$ cat config.mk
export PLATFORM = sky130hd
export DESIGN_NAME = rrc_regs
export DESIGN_NICKNAME = d
export VERILOG_FILES = /design/src/rrc_pkg.sv /design/src/rrc_regs.sv
export SDC_FILE = /design/constraint.sdc
export NUM_CORES = 1
export LEC_CHECK = 0
export ABC_AREA = 1
export BUFFER_PORTS_ARGS = -buffer_cell sky130_fd_sc_hd__buf_2
export CORE_MARGIN = 2
export CORE_UTILIZATION = 35
export DETAILED_ROUTE_END_ITERATION = 10
export PLACE_DENSITY = 0.62
export SLEW_MARGIN = 20
export SYNTH_ARGS = -nofsm -noshare
export SYNTH_HDL_FRONTEND = slang
export SYNTH_SLANG_ARGS = --single-unit
$ cat constraint.sdc
create_clock -name CLK_IN -period 5.5 [get_ports CLK_IN]
set_input_delay 1.1 -clock CLK_IN [delete_from_list [all_inputs] [get_ports CLK_IN]]
set_output_delay 1.1 -clock CLK_IN [all_outputs]
set_load 0.01 [all_outputs]
$ cat src/rrc_pkg.sv
/*
 Register slice constants: offsets, field positions, reset values, encodings.
 Assumes an 8-bit register port inside the device; no other bus.
*/
`default_nettype none
package rrc_pkg;
	localparam logic [7:0] OFF_PERIOD_UPPER = 8'h05;
	localparam logic [7:0] OFF_PERIOD_LOWER = 8'h06;
	localparam logic [7:0] OFF_CONFIG       = 8'h07;
	localparam int PERIOD_W = 10;
	localparam int AVG_DEPTH = 4;
	localparam logic [6:0] GROUP_ADDR       = 7'h58;
	// Period step in nanoseconds per count
	localparam int PERIOD_STEP_NS = 24390;
	localparam int CFG_GROUP_BIT   = 7;
	localparam int CFG_AVGDIS_BIT  = 6;
	localparam int CFG_COMP_LSB    = 4;
	localparam int CFG_PIN_LSB     = 2;
	localparam int CFG_MODE_LSB    = 0;
	localparam logic [7:0] CONFIG_RESET = 8'h54;
	localparam logic [5:0] UPPER_RSV_RESET = 6'h00;
	localparam logic [4:0] IRQ_MASK_RESET = 5'h18;
	typedef enum logic [1:0] {
		PIN_PULSE_TRIG = 2'b00,
		PIN_LEVEL_TRIG = 2'b01,
		PIN_IRQ_OUT    = 2'b10,
		PIN_RESERVED   = 2'b11
	} rrc_pin_t;
	typedef enum logic [1:0] {
		MODE_REALTIME  = 2'b00,
		MODE_SEQUENCER = 2'b01,
		MODE_DIAG      = 2'b10,
		MODE_CALIB     = 2'b11
	} rrc_mode_t;
	// Compensation in tenths of a percent, per select code
	localparam logic [5:0] COMP_CODE0 = 6'h00;
	localparam logic [5:0] COMP_CODE1 = 6'h14;
	localparam logic [5:0] COMP_CODE2 = 6'h28;
	localparam logic [5:0] COMP_CODE3 = 6'h32;
endpackage
`default_nettype wire

$ cat src/rrc_regs.sv
/*
 Resonance period report and configuration registers of a haptic driver.
 Assumes a register port from the serial host logic on the same clock,
 and playback engine indications on the same clock. Trigger pin is async.
*/
`timescale 1ns/1ps
`default_nettype none
module rrc_regs
	import rrc_pkg::*;
#(
	parameter int PW = 10
) (
	// Clock and reset
	input  wire logic                 CLK_IN,
	input  wire logic                 RST_IN,
	// Register port
	input  wire logic [7:0]           ADDR_IN,
	input  wire logic                 WR_IN,
	input  wire logic                 RD_IN,
	input  wire logic [7:0]           WDATA_IN,
	output logic      [7:0]           RDATA_OUT,
	// Target address match
	input  wire logic [6:0]           BUS_ADDR_IN,
	input  wire logic [6:0]           OWN_ADDR_IN,
	output logic                      ADDR_MATCH_OUT,
	// Playback engine
	input  wire logic                 PLAY_ACTIVE_IN,
	input  wire logic                 WAVE_DONE_IN,
	input  wire logic                 BRAKING_IN,
	input  wire logic                 PROC_RUN_IN,
	input  wire logic                 PERIOD_VALID_IN,
	input  wire logic [PW-1:0]        PERIOD_MEAS_IN,
	input  wire logic                 GO_WRITE_IN,
	output logic                      START_OUT,
	output logic                      CANCEL_OUT,
	output logic                      ABORT_STANDBY_OUT,
	output logic      [1:0]           MODE_OUT,
	output logic      [5:0]           COMP_FACTOR_OUT,
	// Interrupt sources and mask
	input  wire logic [4:0]           STATUS_IN,
	input  wire logic [4:0]           IRQ_MASK_IN,
	// Trigger or interrupt pin
	input  wire logic                 TRIG_PIN_IN,
	output logic                      TRIG_PIN_OUT,
	output logic                      TRIG_PIN_OE_OUT
);
	// Configuration byte and abort request
	logic [7:0]    config_r;
	logic [7:0]    next_config;
	logic [5:0]    upper_rsv;
	logic [5:0]    next_upper_rsv;
	logic          abort;
	logic          next_abort;
	logic          cfg_write;
	logic          upper_write;
	logic          pin_changed;
	logic          mode_changed;

	// Read data and freeze lock
	logic [7:0]    rdata;
	logic [7:0]    next_rdata;
	logic          frozen;
	logic          next_frozen;

	// Period history and report
	logic [PW-1:0] hist [AVG_DEPTH];
	logic [PW-1:0] next_hist [AVG_DEPTH];
	logic [PW-1:0] period;
	logic [PW-1:0] next_period;
	logic [PW+1:0] sum;
	logic          sample_take;
	logic          report_update;

	// Trigger pin synchroniser and process requests
	logic [2:0]    pin_sync;
	logic [2:0]    next_pin_sync;
	logic          pin_level;
	logic          next_pin_level;
	logic          pin_edge;
	logic          go_allowed;
	logic          start;
	logic          next_start;
	logic          cancel;
	logic          next_cancel;

	// Interrupt pin drive
	logic          irq_drive;
	logic          next_irq_drive;
	logic [4:0]    irq_pending;
	rrc_pin_t      pin_fn;

	assign pin_fn = rrc_pin_t'(config_r[CFG_PIN_LSB +: 2]);

	// Configuration group
	always_comb begin
		cfg_write      = WR_IN && (ADDR_IN == OFF_CONFIG);
		upper_write    = WR_IN && (ADDR_IN == OFF_PERIOD_UPPER);
		pin_changed    = WDATA_IN[CFG_PIN_LSB +: 2] != config_r[CFG_PIN_LSB +: 2];
		mode_changed   = WDATA_IN[CFG_MODE_LSB +: 2] != config_r[CFG_MODE_LSB +: 2];
		next_config    = config_r;
		next_upper_rsv = upper_rsv;
		next_abort     = 1'b0;
		if (cfg_write) begin
			next_config = WDATA_IN;
			if (PROC_RUN_IN && pin_changed) begin
				next_abort = 1'b1;
			end
			if (PROC_RUN_IN && mode_changed) begin
				next_abort = 1'b1;
			end
		end
		// Period bits are read-only; only the spare upper bits store
		if (upper_write) begin
			next_upper_rsv = WDATA_IN[7:2];
		end
	end

	always_ff @(posedge CLK_IN) begin
		if (RST_IN) begin
			config_r  <= CONFIG_RESET;
			upper_rsv <= UPPER_RSV_RESET;
			abort     <= 1'b0;
		end else begin
			config_r  <= next_config;
			upper_rsv <= next_upper_rsv;
			abort     <= next_abort;
		end
	end

	// Read group; finishing waveform releases a pending lock
	always_comb begin
		next_rdata  = rdata;
		next_frozen = frozen;
		if (RD_IN) begin
			unique case (ADDR_IN)
				OFF_PERIOD_UPPER: begin
					next_rdata  = {upper_rsv, period[PW-1:8]};
					next_frozen = 1'b1;
				end
				OFF_PERIOD_LOWER: begin
					next_rdata  = period[7:0];
					next_frozen = 1'b0;
				end
				OFF_CONFIG: begin
					next_rdata = config_r;
				end
				default: begin
					next_rdata = 8'h00;
				end
			endcase
		end
		if (WAVE_DONE_IN) begin
			next_frozen = 1'b0;
		end
	end

	always_ff @(posedge CLK_IN) begin
		if (RST_IN) begin
			rdata  <= 8'h00;
			frozen <= 1'b0;
		end else begin
			rdata  <= next_rdata;
			frozen <= next_frozen;
		end
	end

	// Period group; braking samples pass through unchecked
	always_comb begin
		sample_take   = PERIOD_VALID_IN && PLAY_ACTIVE_IN;
		report_update = !frozen && PLAY_ACTIVE_IN;
		sum           = {2'b00, hist[0]} + {2'b00, hist[1]} + {2'b00, hist[2]} + {2'b00, hist[3]};
		next_hist     = hist;
		next_period   = period;
		if (sample_take) begin
			next_hist[0] = PERIOD_MEAS_IN;
			for (int i = 1; i < AVG_DEPTH; i++) begin
				next_hist[i] = hist[i-1];
			end
		end
		if (report_update) begin
			if (config_r[CFG_AVGDIS_BIT]) begin
				next_period = hist[0];
			end else begin
				next_period = sum[PW+1:2];
			end
		end
	end

	always_ff @(posedge CLK_IN) begin
		if (RST_IN) begin
			period <= '0;
			for (int i = 0; i < AVG_DEPTH; i++) begin
				hist[i] <= '0;
			end
		end else begin
			period <= next_period;
			hist   <= next_hist;
		end
	end

	// Trigger group; a pin change counts once stages two and three agree
	always_comb begin
		next_pin_sync  = {pin_sync[1:0], TRIG_PIN_IN};
		pin_edge       = (pin_sync[1] == pin_sync[2]) && (pin_sync[2] != pin_level);
		go_allowed     = (pin_fn == PIN_PULSE_TRIG) || (pin_fn == PIN_IRQ_OUT);
		next_pin_level = pin_level;
		next_start     = 1'b0;
		next_cancel    = 1'b0;
		if (pin_edge) begin
			next_pin_level = pin_sync[2];
			if ((pin_fn == PIN_PULSE_TRIG) && pin_sync[2]) begin
				next_start  = !PROC_RUN_IN;
				next_cancel = PROC_RUN_IN;
			end
		end
		if (pin_fn == PIN_LEVEL_TRIG) begin
			next_start  = pin_level && !PROC_RUN_IN;
			next_cancel = !pin_level && PROC_RUN_IN;
		end
		if (GO_WRITE_IN && go_allowed) begin
			next_start  = !PROC_RUN_IN;
			next_cancel = PROC_RUN_IN;
		end
	end

	always_ff @(posedge CLK_IN) begin
		if (RST_IN) begin
			pin_sync  <= 3'b000;
			pin_level <= 1'b0;
			start     <= 1'b0;
			cancel    <= 1'b0;
		end else begin
			pin_sync  <= next_pin_sync;
			pin_level <= next_pin_level;
			start     <= next_start;
			cancel    <= next_cancel;
		end
	end

	// Interrupt group; with the pin set to PIN_IRQ_OUT, open drain pulls low while an unmasked flag is set
	always_comb begin
		irq_pending    = STATUS_IN & ~IRQ_MASK_IN;
		next_irq_drive = (pin_fn == PIN_IRQ_OUT) && (|irq_pending);
	end

	always_ff @(posedge CLK_IN) begin
		if (RST_IN) begin
			irq_drive <= 1'b0;
		end else begin
			irq_drive <= next_irq_drive;
		end
	end

	assign RDATA_OUT         = rdata;
	assign START_OUT         = start;
	assign CANCEL_OUT        = cancel;
	assign ABORT_STANDBY_OUT = abort;
	assign MODE_OUT          = config_r[CFG_MODE_LSB +: 2];
	assign TRIG_PIN_OUT      = 1'b0;
	assign TRIG_PIN_OE_OUT   = irq_drive;
	assign ADDR_MATCH_OUT    = (BUS_ADDR_IN == OWN_ADDR_IN) ||
		(config_r[CFG_GROUP_BIT] && BUS_ADDR_IN == GROUP_ADDR);

	always_comb begin
		unique case (config_r[CFG_COMP_LSB +: 2])
			2'b00: COMP_FACTOR_OUT = COMP_CODE0;
			2'b01: COMP_FACTOR_OUT = COMP_CODE1;
			2'b10: COMP_FACTOR_OUT = COMP_CODE2;
			2'b11: COMP_FACTOR_OUT = COMP_CODE3;
		endcase
	end
	// Period in time is value times PERIOD_STEP_NS; reported as raw count
endmodule
`default_nettype wire

## Word level (Yosys, flattened, before mapping)

Cells that the tools add are included.

| storage, ports and cells | value |
|---|---|
| register bits | 81 |
| latch bits | 0 |
| RAM bits | 0 |
| ROM bits | 0 |
| bits of input ports | 61 |
| output and inout port bits | 22 |
| word-level logic and storage cells | 74 |
| memories kept | 0 |

| cells by class | value |
|---|---|
| add/subtract/negate cells | 3 |
| multipliers | 0 |
| div/mod/pow operators | 0 |
| $lt $le $gt $ge | 0 |
| eq/ne operators | 14 |
| shifts and indexed selects | 0 |
| muxes and demuxes | 14 |
| bitwise gates (word level) | 3 |
| reductions and logical operators | 25 |

Operator list:

| cell | number |
|---|---|
| $eq 8x3->1 const B | 3 |
| $pmux 6 s4 | 1 |
| $pmux 8 s3 | 1 |
| $logic_and 1x1->1 | 13 |
| $add 11x10->12 | 1 |
| $add 12x10->12 | 1 |
| $add 10x10->11 | 1 |
| $mux 1 | 10 |
| $mux 10 | 1 |
| $eq 7x7->1 | 1 |
| $eq 7x7->1 const B | 1 |
| $eq 2x2->1 const B | 3 |
| $and 5x5->5 | 1 |
| $not 5->5 | 1 |
| $reduce_or 5->1 | 1 |
| $eq 2x1->1 const B | 2 |
| $logic_not 2->1 | 2 |
| $ne 2x2->1 | 2 |
| $reduce_or 2->1 | 2 |
| $logic_not 1->1 | 3 |
| $logic_or 1x1->1 | 2 |
| $pmux 1 s2 | 1 |
| $reduce_and 2->1 | 1 |
| $reduce_bool 2->1 | 1 |
| other kinds (3) | 3 |

## Depth between registers and ports, before layout

Gate-level depths: netlist of run 1.

| depth | value |
|---|---|
| depth after elaboration | 6 |
| depth in mapped cells | 15 |
| depth with buffers taken out | 15 |

## Worst setup path before layout of run 1

Ideal clock, no wire load.

| path | value |
|---|---|
| kind | input to output |
| start point | input port BUS_ADDR_IN[0] |
| end point | output port ADDR_MATCH_OUT |
| data arrival time | 1,797 ps |
| data required time | 4,400 ps |
| slack | 2,603 ps |
| stages on the path | 2 |
| buffers on the path | 0 |
| path through | or4_1 -> o32ai_1 |

| between the ends | value |
|---|---|
| longest elaborated chain between the ends | 3 |
| elaborated cells on any way between the ends | 4 |
| those cells by class | eq/ne: 2; reduce/logical: 2 |

Ends and longest elaborated chain:

| what | line | source |
|---|---|---|
| start, declared | rrc_regs.sv:23 | `input wire logic [6:0] BUS_ADDR_IN,` |
| $eq 7x7->1 | rrc_regs.sv:262 | `(config_r[CFG_GROUP_BIT] && BUS_ADDR_IN == GROUP_ADDR);` |
| $logic_and 1x1->1 | rrc_regs.sv:262 |  |
| $logic_or 1x1->1 * | rrc_regs.sv:261 | `assign ADDR_MATCH_OUT = (BUS_ADDR_IN == OWN_ADDR_IN) \|\|` |
| end, declared | rrc_regs.sv:25 | `output logic ADDR_MATCH_OUT,` |

Every way passes the cells marked *; elsewhere a longest branch is shown, timed or not.

## Worst setup path after layout of run 1

| path | value |
|---|---|
| start point | register hist[1] in the netlist's numbering |
| end point | register period[9] |

| between the ends | value |
|---|---|
| longest elaborated chain between the ends | 2 |

Ends and longest elaborated chain:

| what | line | source |
|---|---|---|
| start, declared | rrc_regs.sv:66 | `logic [PW-1:0] hist [AVG_DEPTH];` |
| start signal, assigned | rrc_regs.sv:197 | `hist <= next_hist;` |
| $add 12x10->12 | rrc_regs.sv:171 | `sum = {2'b00, hist[0]} + {2'b00, hist[1]} + {2'b00, hist[2]} + {2'b00, hist[3]};` |
| $mux 10 | rrc_regs.sv:181 | `if (config_r[CFG_AVGDIS_BIT]) begin` |
| end signal, assigned | rrc_regs.sv:196 | `period <= next_period;` |
| end, declared | rrc_regs.sv:68 | `logic [PW-1:0] period;` |

Every way passes these cells.
A chain may end at the register's enable or synchronous reset.

==> summary.md, run 1 <==
| Metric | Value |
|---|---|
| Result of the run | finished clean |
| Element type at the critical path start | flip-flop |
| Total power density per cell area | between 200 and 300 nW/um2 |
| Buffers added on ports | slightly below 80 |
| Setup violations, final | 0 |
| Depth of the worst register-to-register path | 13 |
| Cts repair resizes | 0 |
| Via-to-Cell Ratio | 4.74 |
| Type of the worst setup path | flip-flop to flip-flop |
| Final Max Slew Viols | 0 |
| Count of unique library cells instantiated by Yosys | 30 |
| Internal power contribution | 1.06 mW |
| Finished layout cell area | 5080 um2 |
| Crit path from | hist[1] |
| RSZ-0062 raised after global routing | no |
| Core footprint | 12000 um2 |
| Vias in the first global route | roughly 3600 |
| Post-route clock skew | slightly below 0.006 ns |
| Initial core utilization | 35.8% |
| Maximum Capacitance Violations | 0 |
| Remaining routing DRC violations | 0 |
| Min-Delay Path Depth | 2 |
| Die H | 115 um |
| Worst hold path endpoint | pin_sync[1] |
| Root Buffer | sky130_fd_sc_hd__clkbuf_16 |
| Die Footprint | 13200 um2 |
| Clk sink count | 81 |
| Maximum ir drop on the vdd rail | 0.122 mV |
| Last weighted congestion value of the routability-driven placer | 0.803 |
| Sequential area share after synthesis | 37.7% |
| TritonCTS clock tree | built |
| Switch share | 28.0% |
| Die boundary width | 115 um |
| CTS Hold Buffers Added | 0 |
| Post-layout minimum cycle time | roughly 3.1 ns |
| Part of the total power dissipated in the clock network | a little over two fifths |
| Start point of the worst hold path | pin_sync[0] |
| Gr ovfl total | 0 |
| Post-Synthesis Cells | 566 |
| Worst-Margin Slew | between 0.9 and 1 ns |
| Starting DRC count in detailed routing | about 150 |
| Setup bufs post-CTS | 0 |
| Count of boundary I/O pins | 83 |
| Number of buffers between clock root and the deepest sink | 2 |
| Origin of the critical flop-to-flop path | hist[1] |
| Overall power after layout | 1.48 mW |
| Critical-path maximum fanout | 4 |
| Wire length of the first global-routing pass | ~16000 um |
| Final layout net count | just over 700 |
| Synthesized area per cell | 7.60 um2 |
| Slew margin rel. | 37.3% |
| Number of diodes added for antenna fixing | 0 |
| Count of final hold-check violations | 0 |
| Total wirelength of the detailed-routed design | 9140 um |
| Area grow syn2layout | 18.3% |
| Dpl cell area | ~4800 um2 |
| Maximum operating frequency | around 0.32 GHz |
| Initial antenna violation count | 0 |
| Power share of the sequential group | 42.1% |
| Worst R2R Setup Slack | between 2 and 2.5 ns |
| Static leakage power | about 2.2 nW |
| Clock buffers created by TritonCTS | 9 |
| All-layer global routing usage | 14.7% |
| Antenna viol nets, final | 0 |
| Type of destination of the critical path | flip-flop |
| Required time worst endpoint | around 5.8 ns |
| Post-synthesis instance area | 4300 um2 |
| Worst path arrival time | 3.41 ns |
| Number of storage elements in the synthesis netlist | 81 |
| Hold crit path type | flip-flop to flip-flop |
| Post-detailed-route wirelength per cell | 11.7 um |
| Share of the clock period used by the worst path after layout | 57.0% |
| Total number of vias | 3715 |
| Floorplan row count | 40 |
| Setup total negative slack | 0 ns |
| Fraction of final layout cells sized beyond drive strength 1 | 16.5% |
| Number of detailed-routing iterations run before antenna repair | 4 |
| Synth warnings | 0 |
| Later-pin clock latency in the skew report | ~0.35 ns |
| Crit Reg-Reg Endpoint | period[9] |
| Switching power | 0.413 mW |
| Clock-pin slew of the registers on the worst-case setup and hold paths | 0.06 ns |
| Combinational Power Share | approximately 16% |
| Total half-perimeter wirelength after legalization and detailed placement | between 6000 and 7000 um |
| H-tree depth reported by CTS | 3 |
| Largest net degree at the start of global routing | 80 |
cell type report:
| class | count | area, um2 |
|---|---|---|
| fill | 1250 | 6930 |
| multi-input combinational | 351 | 2150 |
| sequential | 81 | 1620 |
| timing repair buffer | 81 | 410 |
| inverter | 107 | 407 |
| clock buffer | 9 | 225 |
| tap | 147 | 184 |
| clock inverter | 7 | 83.8 |
Yosys cell counts:
cell,count,area share [%]
sky130_fd_sc_hd__nor3_1,1,0.12
sky130_fd_sc_hd__xnor2_1,7,1.4
sky130_fd_sc_hd__nor4_1,4,0.58
sky130_fd_sc_hd__ha_1,9,2.6
sky130_fd_sc_hd__clkinv_1,1,0.087
sky130_fd_sc_hd__nor2_1,19,1.7
sky130_fd_sc_hd__buf_4,5,0.87
sky130_fd_sc_hd__a21oi_1,87,10
sky130_fd_sc_hd__nor3_4,3,1.1
sky130_fd_sc_hd__o211ai_1,9,1.6
sky130_fd_sc_hd__o21a_1,1,0.17
sky130_fd_sc_hd__clkinv_4,1,0.20
sky130_fd_sc_hd__nand3_4,1,0.41
sky130_fd_sc_hd__or4_1,1,0.17
sky130_fd_sc_hd__o311ai_0,1,0.20
sky130_fd_sc_hd__o32ai_1,1,0.20
sky130_fd_sc_hd__clkbuf_1,23,2.0
sky130_fd_sc_hd__mux2i_1,1,0.23
sky130_fd_sc_hd__nand4_1,3,0.44
sky130_fd_sc_hd__fa_1,20,9.3
sky130_fd_sc_hd__inv_1,103,9.0
sky130_fd_sc_hd__o22ai_1,2,0.29
sky130_fd_sc_hd__conb_1,1,0.087
sky130_fd_sc_hd__inv_2,2,0.17
sky130_fd_sc_hd__nand2_1,81,7.1
sky130_fd_sc_hd__dfxtp_1,81,38
sky130_fd_sc_hd__o21ai_0,58,6.8
sky130_fd_sc_hd__nand3_1,31,3.6
sky130_fd_sc_hd__xor2_1,6,1.2
sky130_fd_sc_hd__a211oi_1,3,0.52
power groups by stage:
stage | Clock [mW] | Sequential (mW) | Combinational, mW
after floorplan | 0 | 0.632 | 0.180
after global placement | 0 | 0.634 | 0.236
after detailed placement | 0 | 0.635 | 0.241
after CTS | 0.633 | 0.622 | 0.243
after global routing | 0.660 | 0.624 | 0.281
final | 0.616 | 0.622 | 0.239
critical path, cell delays in order, from the launching register on:
cell                      delay [ns]
sky130_fd_sc_hd__dfxtp_1        0.31
sky130_fd_sc_hd__inv_1          0.06
sky130_fd_sc_hd__fa_1           0.57
sky130_fd_sc_hd__fa_1           0.42
sky130_fd_sc_hd__nor2_1         0.26
sky130_fd_sc_hd__inv_1          0.09
sky130_fd_sc_hd__fa_1           0.41
sky130_fd_sc_hd__o21ai_0        0.40
sky130_fd_sc_hd__nand2_1        0.14
sky130_fd_sc_hd__nand2_1        0.12
sky130_fd_sc_hd__nand3_1        0.07
sky130_fd_sc_hd__nand2_1        0.06
sky130_fd_sc_hd__nand2_1        0.04
sky130_fd_sc_hd__a21oi_1        0.11
per-layer routing:
layer,global-route usage [%],share of wire [%]
met1,17.9,45
met2,24.8,49
met3,4.06,4.6
met4,5.86,1.6
met5,0,0
cell usage in the layout, fill, tap and decap left out, types with 4 or more instances in the layout:
cell / count
sky130_fd_sc_hd__dfxtp_1: 81
sky130_fd_sc_hd__o21ai_0: 58
sky130_fd_sc_hd__nand2_1: 80
sky130_fd_sc_hd__buf_2: 79
sky130_fd_sc_hd__ha_1: 9
sky130_fd_sc_hd__nor2_1: 19
sky130_fd_sc_hd__xnor2_1: 7
sky130_fd_sc_hd__nor4_1: 4
sky130_fd_sc_hd__nand3_1: 31
sky130_fd_sc_hd__a21oi_1: 87
sky130_fd_sc_hd__xor2_1: 6
sky130_fd_sc_hd__clkbuf_16: 9
sky130_fd_sc_hd__fa_1: 20
sky130_fd_sc_hd__inv_1: 103
sky130_fd_sc_hd__o211ai_1: 9
cells by family after synthesis:
family	share of synthesized area, %
fa+ha+maj	11.9
other cells	0.0872
flops	37.7
mux	0.233
compound gates	19.8
simple gates	15.2
buf+inv	12.3
xor+xnor	2.65
worst max-delay path by stage:
stage / slack, ns / cells after the start / end
2_1_floorplan: 2.60 / 2 / ADDR_MATCH_OUT
4_1_cts: 2.38 / 13 / period[9]
6_report: 2.36 / 13 / period[9]
3_3_place_gp: 2.41 / 13 / period[9]
5_1_grt: 2.13 / 13 / period[7]
3_5_place_dp: 2.40 / 13 / period[9]
state kept, by name (all words and copies together), names as in the netlist:
name	flops
ABORT_STANDBY_OUT	1
CANCEL_OUT	1
RDATA_OUT	8
START_OUT	1
TRIG_PIN_OE_OUT	1
config_r	8
frozen	1
hist	40
period	10
pin_level	1
pin_sync	3
upper_rsv	6
per-stage QoR:
stage	utilization, %	hold slack, ns	worst slack, ns	instances
after floorplan	-	0.388	2.60	567
after global placement	39.8	0.396	2.41	767
after detailed placement	39.8	0.400	2.40	767
after CTS	42.3	0.409	2.38	783
after global routing	42.3	0.439	2.13	783
final	42.3	0.405	2.36	783
Power figures use the tool's default switching activity.
==> run 2: changes to the inputs <==
- clock period: 5.5 -> 3.1 ns (I/O delays scaled with it)
==> run 2 against run 1 <==
Against the previous run: global-route usage is 0.37 points higher; clock power grew 66%; non-clock buffer count is 4 higher; total power rose by 73%; clock skew down 0.0018 ns; cell count increased by 0.38%; first-iteration DRC count grew 30%; via count increased by 1.8%; fmax grew 11%.
==> summary.md, run 2 (synthesis gave the netlist of run 1 again) <==
| Metric | Value |
|---|---|
| Result of the run | finished clean (unchanged) |
| Overall power after layout | 2.56 mW (was 1.48 mW) |
| Slowest cell on crit path | sky130_fd_sc_hd__fa_1 (unchanged) |
| Number of diodes added for antenna fixing | 0 (unchanged) |
| Internal power contribution | 1.87 mW (was 1.06 mW) |
| Total wirelength of the detailed-routed design | 9400 um (was 9140 um) |
| Switch share | 27.1% (was 28.0%) |
| Cells traversed along the worst timing path | inv_1 > fa_1 > fa_1 > nor2_1 > inv_1 > fa_1 > o21ai_0 > buf_4 > nand2_1 > nand2_1 > nand2_1 > nand3_1 > nand2_1 > a21oi_1 (was inv_1 > fa_1 > fa_1 > nor2_1 > inv_1 > fa_1 > o21ai_0 > nand2_1 > nand2_1 > nand3_1 > nand2_1 > nand2_1 > a21oi_1) |
| All-layer global routing usage | 15.1% (was 14.7%) |
| Initial core utilization | 35.8% (unchanged) |
| Worst-Margin Slew | 0.814 ns (was 0.939 ns) |
| Largest registers | hist (40), period (10) (unchanged) |
| Clock-pin slew of the registers on the worst-case setup and hold paths | 0.06 ns (about the same) |
| TritonCTS clock tree | built (unchanged) |
| Die Footprint | 13200 um2 (unchanged) |
| Origin of the critical flop-to-flop path | hist[1] (unchanged) |
| Fraction of final layout cells sized beyond drive strength 1 | 16.9% (was 16.5%) |
| Required time worst endpoint | 3.36 ns (was 5.78 ns) |
| Maximum operating frequency | 0.352 GHz (was 0.319 GHz) |
| Later-pin clock latency in the skew report | 0.33 ns (was 0.35 ns) |
| Critical-path maximum fanout | 3 (was 4) |
| Worst path arrival time | 3.10 ns (was 3.41 ns) |
| Total power density per cell area | 503 nW/um2 (was 290 nW/um2) |
| RSZ-0062 raised after global routing | no (unchanged) |
| Setup total negative slack | 0 ns (unchanged) |
| Hold crit path type | flip-flop to flip-flop (unchanged) |
| Starting DRC count in detailed routing | 190 (was 146) |
| Number of buffer and inverter instances along the worst setup path | 3 (was 2) |
| Buffers added on ports | 79 (unchanged) |
| Top library cells by usage in the layout, fill and taps aside | sky130_fd_sc_hd__inv_1, sky130_fd_sc_hd__a21oi_1, sky130_fd_sc_hd__dfxtp_1 (unchanged) |
| Setup bufs post-CTS | 0 (unchanged) |
| Gr ovfl total | 0 (unchanged) |
| Floorplan row count | 40 (unchanged) |
| Maximum Capacitance Violations | 0 (unchanged) |
| Min-Delay Path Depth | 2 (unchanged) |
| Final Max Slew Viols | 0 (unchanged) |
| Antenna viol nets, final | 0 (unchanged) |
| Count of boundary I/O pins | 83 (unchanged) |
| Core footprint | 12000 um2 (unchanged) |
| Depth of the worst register-to-register path | 14 (was 13) |
| Crit Reg-Reg Endpoint | period[7] (was period[9]) |
| Type of destination of the critical path | flip-flop (unchanged) |
| Most prevalent standard cell on the critical path | sky130_fd_sc_hd__nand2_1 (unchanged) |
| Area grow syn2layout | 18.4% (was 18.3%) |
| Initial antenna violation count | 0 (unchanged) |
| Vias in the first global route | 3535 (was 3580) |
| Total half-perimeter wirelength after legalization and detailed placement | 7180 um (was 6960 um) |
| Die H | 115 um (unchanged) |
| Switching power | 0.694 mW (was 0.413 mW) |
| Start point of the worst hold path | pin_sync[0] (unchanged) |
| Biggest register | hist (unchanged) |
| Largest net degree at the start of global routing | 47 (was 80) |
| Type of the worst setup path | flip-flop to flip-flop (unchanged) |
| Largest stage delay on the critical path | 0.56 ns (was 0.57 ns) |
| Clk sink count | 81 (unchanged) |
| Static leakage power | 2.23 nW (was 2.22 nW) |
| Root Buffer | sky130_fd_sc_hd__clkbuf_16 (unchanged) |
| Post-layout minimum cycle time | 2.84 ns (was 3.14 ns) |
| Share of the clock period used by the worst path after layout | 91.5% (was 57.0%) |
| Critical path's top delay family | adder cells (unchanged) |
| Clock buffers created by TritonCTS | 9 (unchanged) |
| Worst R2R Setup Slack | 0.26 ns (was 2.36 ns) |
| Via-to-Cell Ratio | 4.81 (was 4.74) |
| Slew margin rel. | 45.7% (was 37.3%) |
| H-tree depth reported by CTS | 3 (unchanged) |
| Cts repair resizes | 0 (unchanged) |
| Most common cell after layout, fill and taps aside | sky130_fd_sc_hd__inv_1 (unchanged) |
| CTS Hold Buffers Added | 0 (unchanged) |
| Number of detailed-routing iterations run before antenna repair | 4 (unchanged) |
| Part of the total power dissipated in the clock network | 39.9% (was 41.7%) |
| Total number of vias | 3781 (was 3715) |
| Setup violations, final | 0 (unchanged) |
| Combinational Power Share | 17.0% (was 16.2%) |
| Die boundary width | 115 um (unchanged) |
| Final layout net count | 725 (was 721) |
| Last weighted congestion value of the routability-driven placer | 0.801 (was 0.803) |
| Post-detailed-route wirelength per cell | 12.0 um (was 11.7 um) |
| Number of buffers between clock root and the deepest sink | 2 (unchanged) |
| Count of final hold-check violations | 0 (unchanged) |
| Worst hold path endpoint | pin_sync[1] (unchanged) |
| Remaining routing DRC violations | 0 (unchanged) |
| Post-route clock skew | 0.00404 ns (was 0.00586 ns) |
| Power share of the sequential group | 43.1% (was 42.1%) |
| Element type at the critical path start | flip-flop (unchanged) |
| Wire length of the first global-routing pass | 15800 um (was 15600 um) |
| Flip-flop count of the largest register, all copies and words added | 40 (unchanged) |
| Maximum ir drop on the vdd rail | 0.263 mV (was 0.122 mV) |
==> run 2: changes by cell type in the layout (fill, tap and decap cells not counted), sizes merged <==
cell,before,now
buf,81,85
clkinv,3,5
clkinvlp,1,2
inv,109,105
==> run 2: stage by stage <==
| stage | hold slack (ns) | instances | setup slack [ns] | area (um2) | utilization, % |
|---|---|---|---|---|---|
| floorplan | 0.388 | 567 | 0.332 | 4300 | - |
| global placement | 0.399 | 771 | 0.305 | 4810 | 40.0 |
| detailed placement | 0.410 | 771 | 0.297 | 4810 | 40.0 |
| CTS | 0.415 | 786 | 0.275 | 5090 | 42.4 |
| global route | 0.431 | 786 | 0.107 | 5090 | 42.4 |
| finish | 0.412 | 786 | 0.263 | 5090 | 42.4 |
==> run 2: tightest hold or removal path, stage by stage, from the launching register on <==
cell	delay, ns
sky130_fd_sc_hd__dfxtp_1	0.30
sky130_fd_sc_hd__inv_1	0.04
sky130_fd_sc_hd__nor2_1	0.04
==> run 2: final cells by class <==
class | instances | area, um2
Clock buffer | 9 | 225
Clock inverter | 6 | 60.1
Fill cell | 1262 | 6920
Multi-Input combinational cell | 351 | 2150
Timing Repair Buffer | 85 | 440
Tap cell | 147 | 184
Sequential cell | 81 | 1620
Inverter | 107 | 407
==> run 2: worst max path at each step <==
stage             from         to  slack (ns)  depth (start not counted)
4_1_cts        hist[1]  period[7]        0.28                         14
3_5_place_dp   hist[1]  period[7]        0.30                         14
2_1_floorplan  hist[1]  period[9]        0.33                         13
6_report       hist[1]  period[7]        0.26                         14
5_1_grt        hist[1]  period[7]        0.11                         14
3_3_place_gp   hist[1]  period[9]        0.31                         14
==> run 2: power by group through the flow <==
| stage | sequential, mW | clock (mW) | combinational (mW) |
|---|---|---|---|
| detailed placement | 1.13 | 0 | 0.435 |
| finish | 1.10 | 1.02 | 0.435 |
| global route | 1.11 | 1.09 | 0.513 |
| global placement | 1.13 | 0 | 0.426 |
| CTS | 1.10 | 1.05 | 0.443 |
| floorplan | 1.12 | 0 | 0.319 |
==> run 2: layer usage <==
| layer | global-route usage, % | part of all wire, % | up-vias | wire [um] |
|---|---|---|---|---|
| met5 | 0 | 0 | - | 0 |
| met4 | 5.46 | 1.4 | 0 | 136 |
| met3 | 3.69 | 4.3 | 10 | 408 |
| met2 | 25.2 | 49 | 72 | 4600 |
| met1 | 19.1 | 45 | 1731 | 4250 |
| li1 | - | - | 1968 | - |
==> run 3: changes to the inputs <==
- clock period: 3.1 -> 3.02 ns (I/O delays scaled with it)
==> run 3 against run 2 <==
Against the previous run: fmax grew 3.8%; clock-buffer cell count grew 1; register-to-register slack gained 0.02 ns; sequential share of layout area shrank 0.21 points; die area is the same; cell count is the same; via count grew 0.48%; sequential power is essentially flat; setup slack gained 0.023 ns; design area grew 0.66%; critical endpoint is now period[9]; utilization grew 0.28 points.
==> summary.md, run 3 (synthesis gave the netlist of run 1 again) <==
| Metric | Value |
|---|---|
| Total half-perimeter wirelength after legalization and detailed placement | 7160 um (was 7180 um) |
| Overall power after layout | 2.70 mW (was 2.56 mW) |
| Count of boundary I/O pins | 83 (unchanged) |
| Critical-path maximum fanout | 3 (unchanged) |
| Result of the run | finished clean (unchanged) |
| Last weighted congestion value of the routability-driven placer | 0.779 (was 0.801) |
| Worst-case hold slack | 0.408 ns (was 0.412 ns) |
| Clock-pin slew of the registers on the worst-case setup and hold paths | 0.06 ns (about the same) |
| All-layer global routing usage | 15.2% (was 15.1%) |
| Internal power contribution | 1.96 mW (was 1.87 mW) |
| Starting DRC count in detailed routing | 181 (was 190) |
| Core footprint | 12000 um2 (unchanged) |
| Setup total negative slack | 0 ns (unchanged) |
| Fraction of final layout cells sized beyond drive strength 1 | 17.1% (was 16.9%) |
| Vias in the first global route | 3719 (was 3535) |
| Floorplan row count | 40 (unchanged) |
| Element type at the critical path start | flip-flop (unchanged) |
| Post-route clock skew | 0.00625 ns (was 0.00404 ns) |
| Die Footprint | 13200 um2 (unchanged) |
| Largest registers | hist (40), period (10) (unchanged) |
| Remaining routing DRC violations | 0 (unchanged) |
| Maximum ir drop on the vdd rail | 0.223 mV (was 0.263 mV) |
| Antenna viol nets, final | 0 (unchanged) |
| Final layout net count | 724 (was 725) |
| Clock buffers created by TritonCTS | 9 (unchanged) |
| Switch share | 27.4% (was 27.1%) |
| Largest net degree at the start of global routing | 60 (was 47) |
| Worst path arrival time | 3.01 ns (was 3.10 ns) |
| Number of detailed-routing iterations run before antenna repair | 4 (unchanged) |
| Post-detailed-route wirelength per cell | 11.8 um (was 12.0 um) |
| Most common cell after layout, fill and taps aside | sky130_fd_sc_hd__inv_1 (unchanged) |
| TritonCTS clock tree | built (unchanged) |
| Die boundary width | 115 um (unchanged) |
| Total wirelength of the detailed-routed design | 9250 um (was 9400 um) |
| Area grow syn2layout | 19.2% (was 18.4%) |
| Final Core Density | 42.7% (was 42.4%) |
| CTS Hold Buffers Added | 0 (unchanged) |
| Initial antenna violation count | 0 (unchanged) |
| Buffers added on ports | 79 (unchanged) |
| Worst-Margin Slew | 0.906 ns (was 0.814 ns) |
| Hold crit path type | flip-flop to flip-flop (unchanged) |
| Top library cells by usage in the layout, fill and taps aside | sky130_fd_sc_hd__inv_1, sky130_fd_sc_hd__a21oi_1, sky130_fd_sc_hd__dfxtp_1 (unchanged) |
| Gr ovfl total | 0 (unchanged) |
| Via-to-Cell Ratio | 4.83 (was 4.81) |
| Clk sink count | 81 (unchanged) |
| Setup violations, final | 0 (unchanged) |
| Maximum Capacitance Violations | 0 (unchanged) |
| Combinational Power Share | 16.4% (was 17.0%) |
| Flip-flop count of the largest register, all copies and words added | 40 (unchanged) |
| Switching power | 0.738 mW (was 0.694 mW) |
| Maximum operating frequency | 0.366 GHz (was 0.352 GHz) |
| Required time worst endpoint | 3.29 ns (was 3.36 ns) |
| Slew margin rel. | 39.4% (was 45.7%) |
| Die H | 115 um (unchanged) |
| Final Max Slew Viols | 0 (unchanged) |
| Share of the clock period used by the worst path after layout | 90.5% (was 91.5%) |
| Number of buffers between clock root and the deepest sink | 2 (unchanged) |
| Type of destination of the critical path | flip-flop (unchanged) |
| Setup bufs post-CTS | 0 (unchanged) |
| Later-pin clock latency in the skew report | 0.34 ns (was 0.33 ns) |
| Power share of the sequential group | 42.0% (was 43.1%) |
| Part of the total power dissipated in the clock network | 41.7% (was 39.9%) |
| Biggest register | hist (unchanged) |
| Count of final hold-check violations | 0 (unchanged) |
| Number of diodes added for antenna fixing | 0 (unchanged) |
| Wire length of the first global-routing pass | 16200 um (was 15800 um) |
| H-tree depth reported by CTS | 3 (unchanged) |
| Static leakage power | 2.25 nW (was 2.23 nW) |
| Type of the worst setup path | flip-flop to flip-flop (unchanged) |
| Root Buffer | sky130_fd_sc_hd__clkbuf_16 (unchanged) |
| Total power density per cell area | 526 nW/um2 (was 503 nW/um2) |
| Total number of vias | 3799 (was 3781) |
| RSZ-0062 raised after global routing | no (unchanged) |
| Post-layout minimum cycle time | 2.73 ns (was 2.84 ns) |
| Initial core utilization | 35.8% (unchanged) |
run 3: changes by cell type in the layout (fill, tap and decap cells not counted):
cell | before | now
sky130_fd_sc_hd__o21ai_1 | 0 | 1
sky130_fd_sc_hd__clkbuf_8 | 0 | 1
sky130_fd_sc_hd__inv_6 | 0 | 2
sky130_fd_sc_hd__clkinvlp_4 | 2 | 1
sky130_fd_sc_hd__clkinv_2 | 3 | 0
sky130_fd_sc_hd__clkinv_4 | 1 | 3
sky130_fd_sc_hd__nor2_2 | 0 | 1
sky130_fd_sc_hd__o21ai_0 | 58 | 57
sky130_fd_sc_hd__buf_4 | 6 | 4
sky130_fd_sc_hd__nor2_1 | 19 | 18
sky130_fd_sc_hd__buf_12 | 0 | 1
run 3: metrics by stage:
| stage | instance area, um2 | cells | setup slack, ns |
|---|---|---|---|
| floorplan | 4300 | 567 | 0.252 |
| global route | 5120 | 786 | 0.00706 |
| detailed placement | 4810 | 770 | 0.202 |
| global placement | 4810 | 770 | 0.233 |
| CTS | 5120 | 786 | 0.181 |
| finish | 5120 | 786 | 0.286 |
run 3: cell type report:
type | count | area [um2]
clock buffers | 10 | 239
clock inverters | 6 | 72.6
fillers | 1257 | 6890
inverters | 107 | 407
multi-input cells | 351 | 2160
flip-flops and latches | 81 | 1620
well taps | 147 | 184
repair buffers | 84 | 445
run 3: power by group through the flow:
stage | clock [mW] | sequential [mW] | combinational, mW
global route | 1.20 | 1.14 | 0.524
floorplan | 0 | 1.15 | 0.328
global placement | 0 | 1.16 | 0.437
CTS | 1.15 | 1.13 | 0.448
finish | 1.12 | 1.13 | 0.441
detailed placement | 0 | 1.16 | 0.445
run 3: final timing paths:
path,from,slack [ns],to,depth (start not counted)
setup / recovery,hist[11],0.29,period[9],14
hold / removal,pin_sync[0],0.41,pin_sync[1],2
setup reg to reg,hist[11],0.29,period[9],14
hold reg to reg,pin_sync[0],0.41,pin_sync[1],2
run 3: worst max-delay path, cell delays in order, from the launching register on:
cell                      delay, ns
sky130_fd_sc_hd__dfxtp_1       0.33
sky130_fd_sc_hd__inv_1         0.07
sky130_fd_sc_hd__fa_1          0.53
sky130_fd_sc_hd__fa_1          0.43
sky130_fd_sc_hd__nor2_2        0.12
sky130_fd_sc_hd__inv_1         0.06
sky130_fd_sc_hd__fa_1          0.40
sky130_fd_sc_hd__o21ai_1       0.15
sky130_fd_sc_hd__buf_4         0.14
sky130_fd_sc_hd__nand2_1       0.06
sky130_fd_sc_hd__nand2_1       0.08
sky130_fd_sc_hd__nand3_1       0.07
sky130_fd_sc_hd__nand2_1       0.07
sky130_fd_sc_hd__nand2_1       0.04
sky130_fd_sc_hd__a21oi_1       0.11
run 3: routing by layer:
layer / part of all wire [%] / wire length [um] / up-vias / GRT usage, %
li1: - / - / 1963 / -
met5: 0 / 0 / - / 0
met2: 48 / 4480 / 63 / 25.6
met3: 3.7 / 343 / 11 / 2.64
met4: 2.0 / 182 / 0 / 7.07
met1: 46 / 4240 / 1762 / 19.0
run 3: repair_timing:
action                                  4_1_cts  5_1_grt
gates resized for setup                       0        2
endpoints found under the setup margin        0        4
endpoints found under the hold margin         0        0
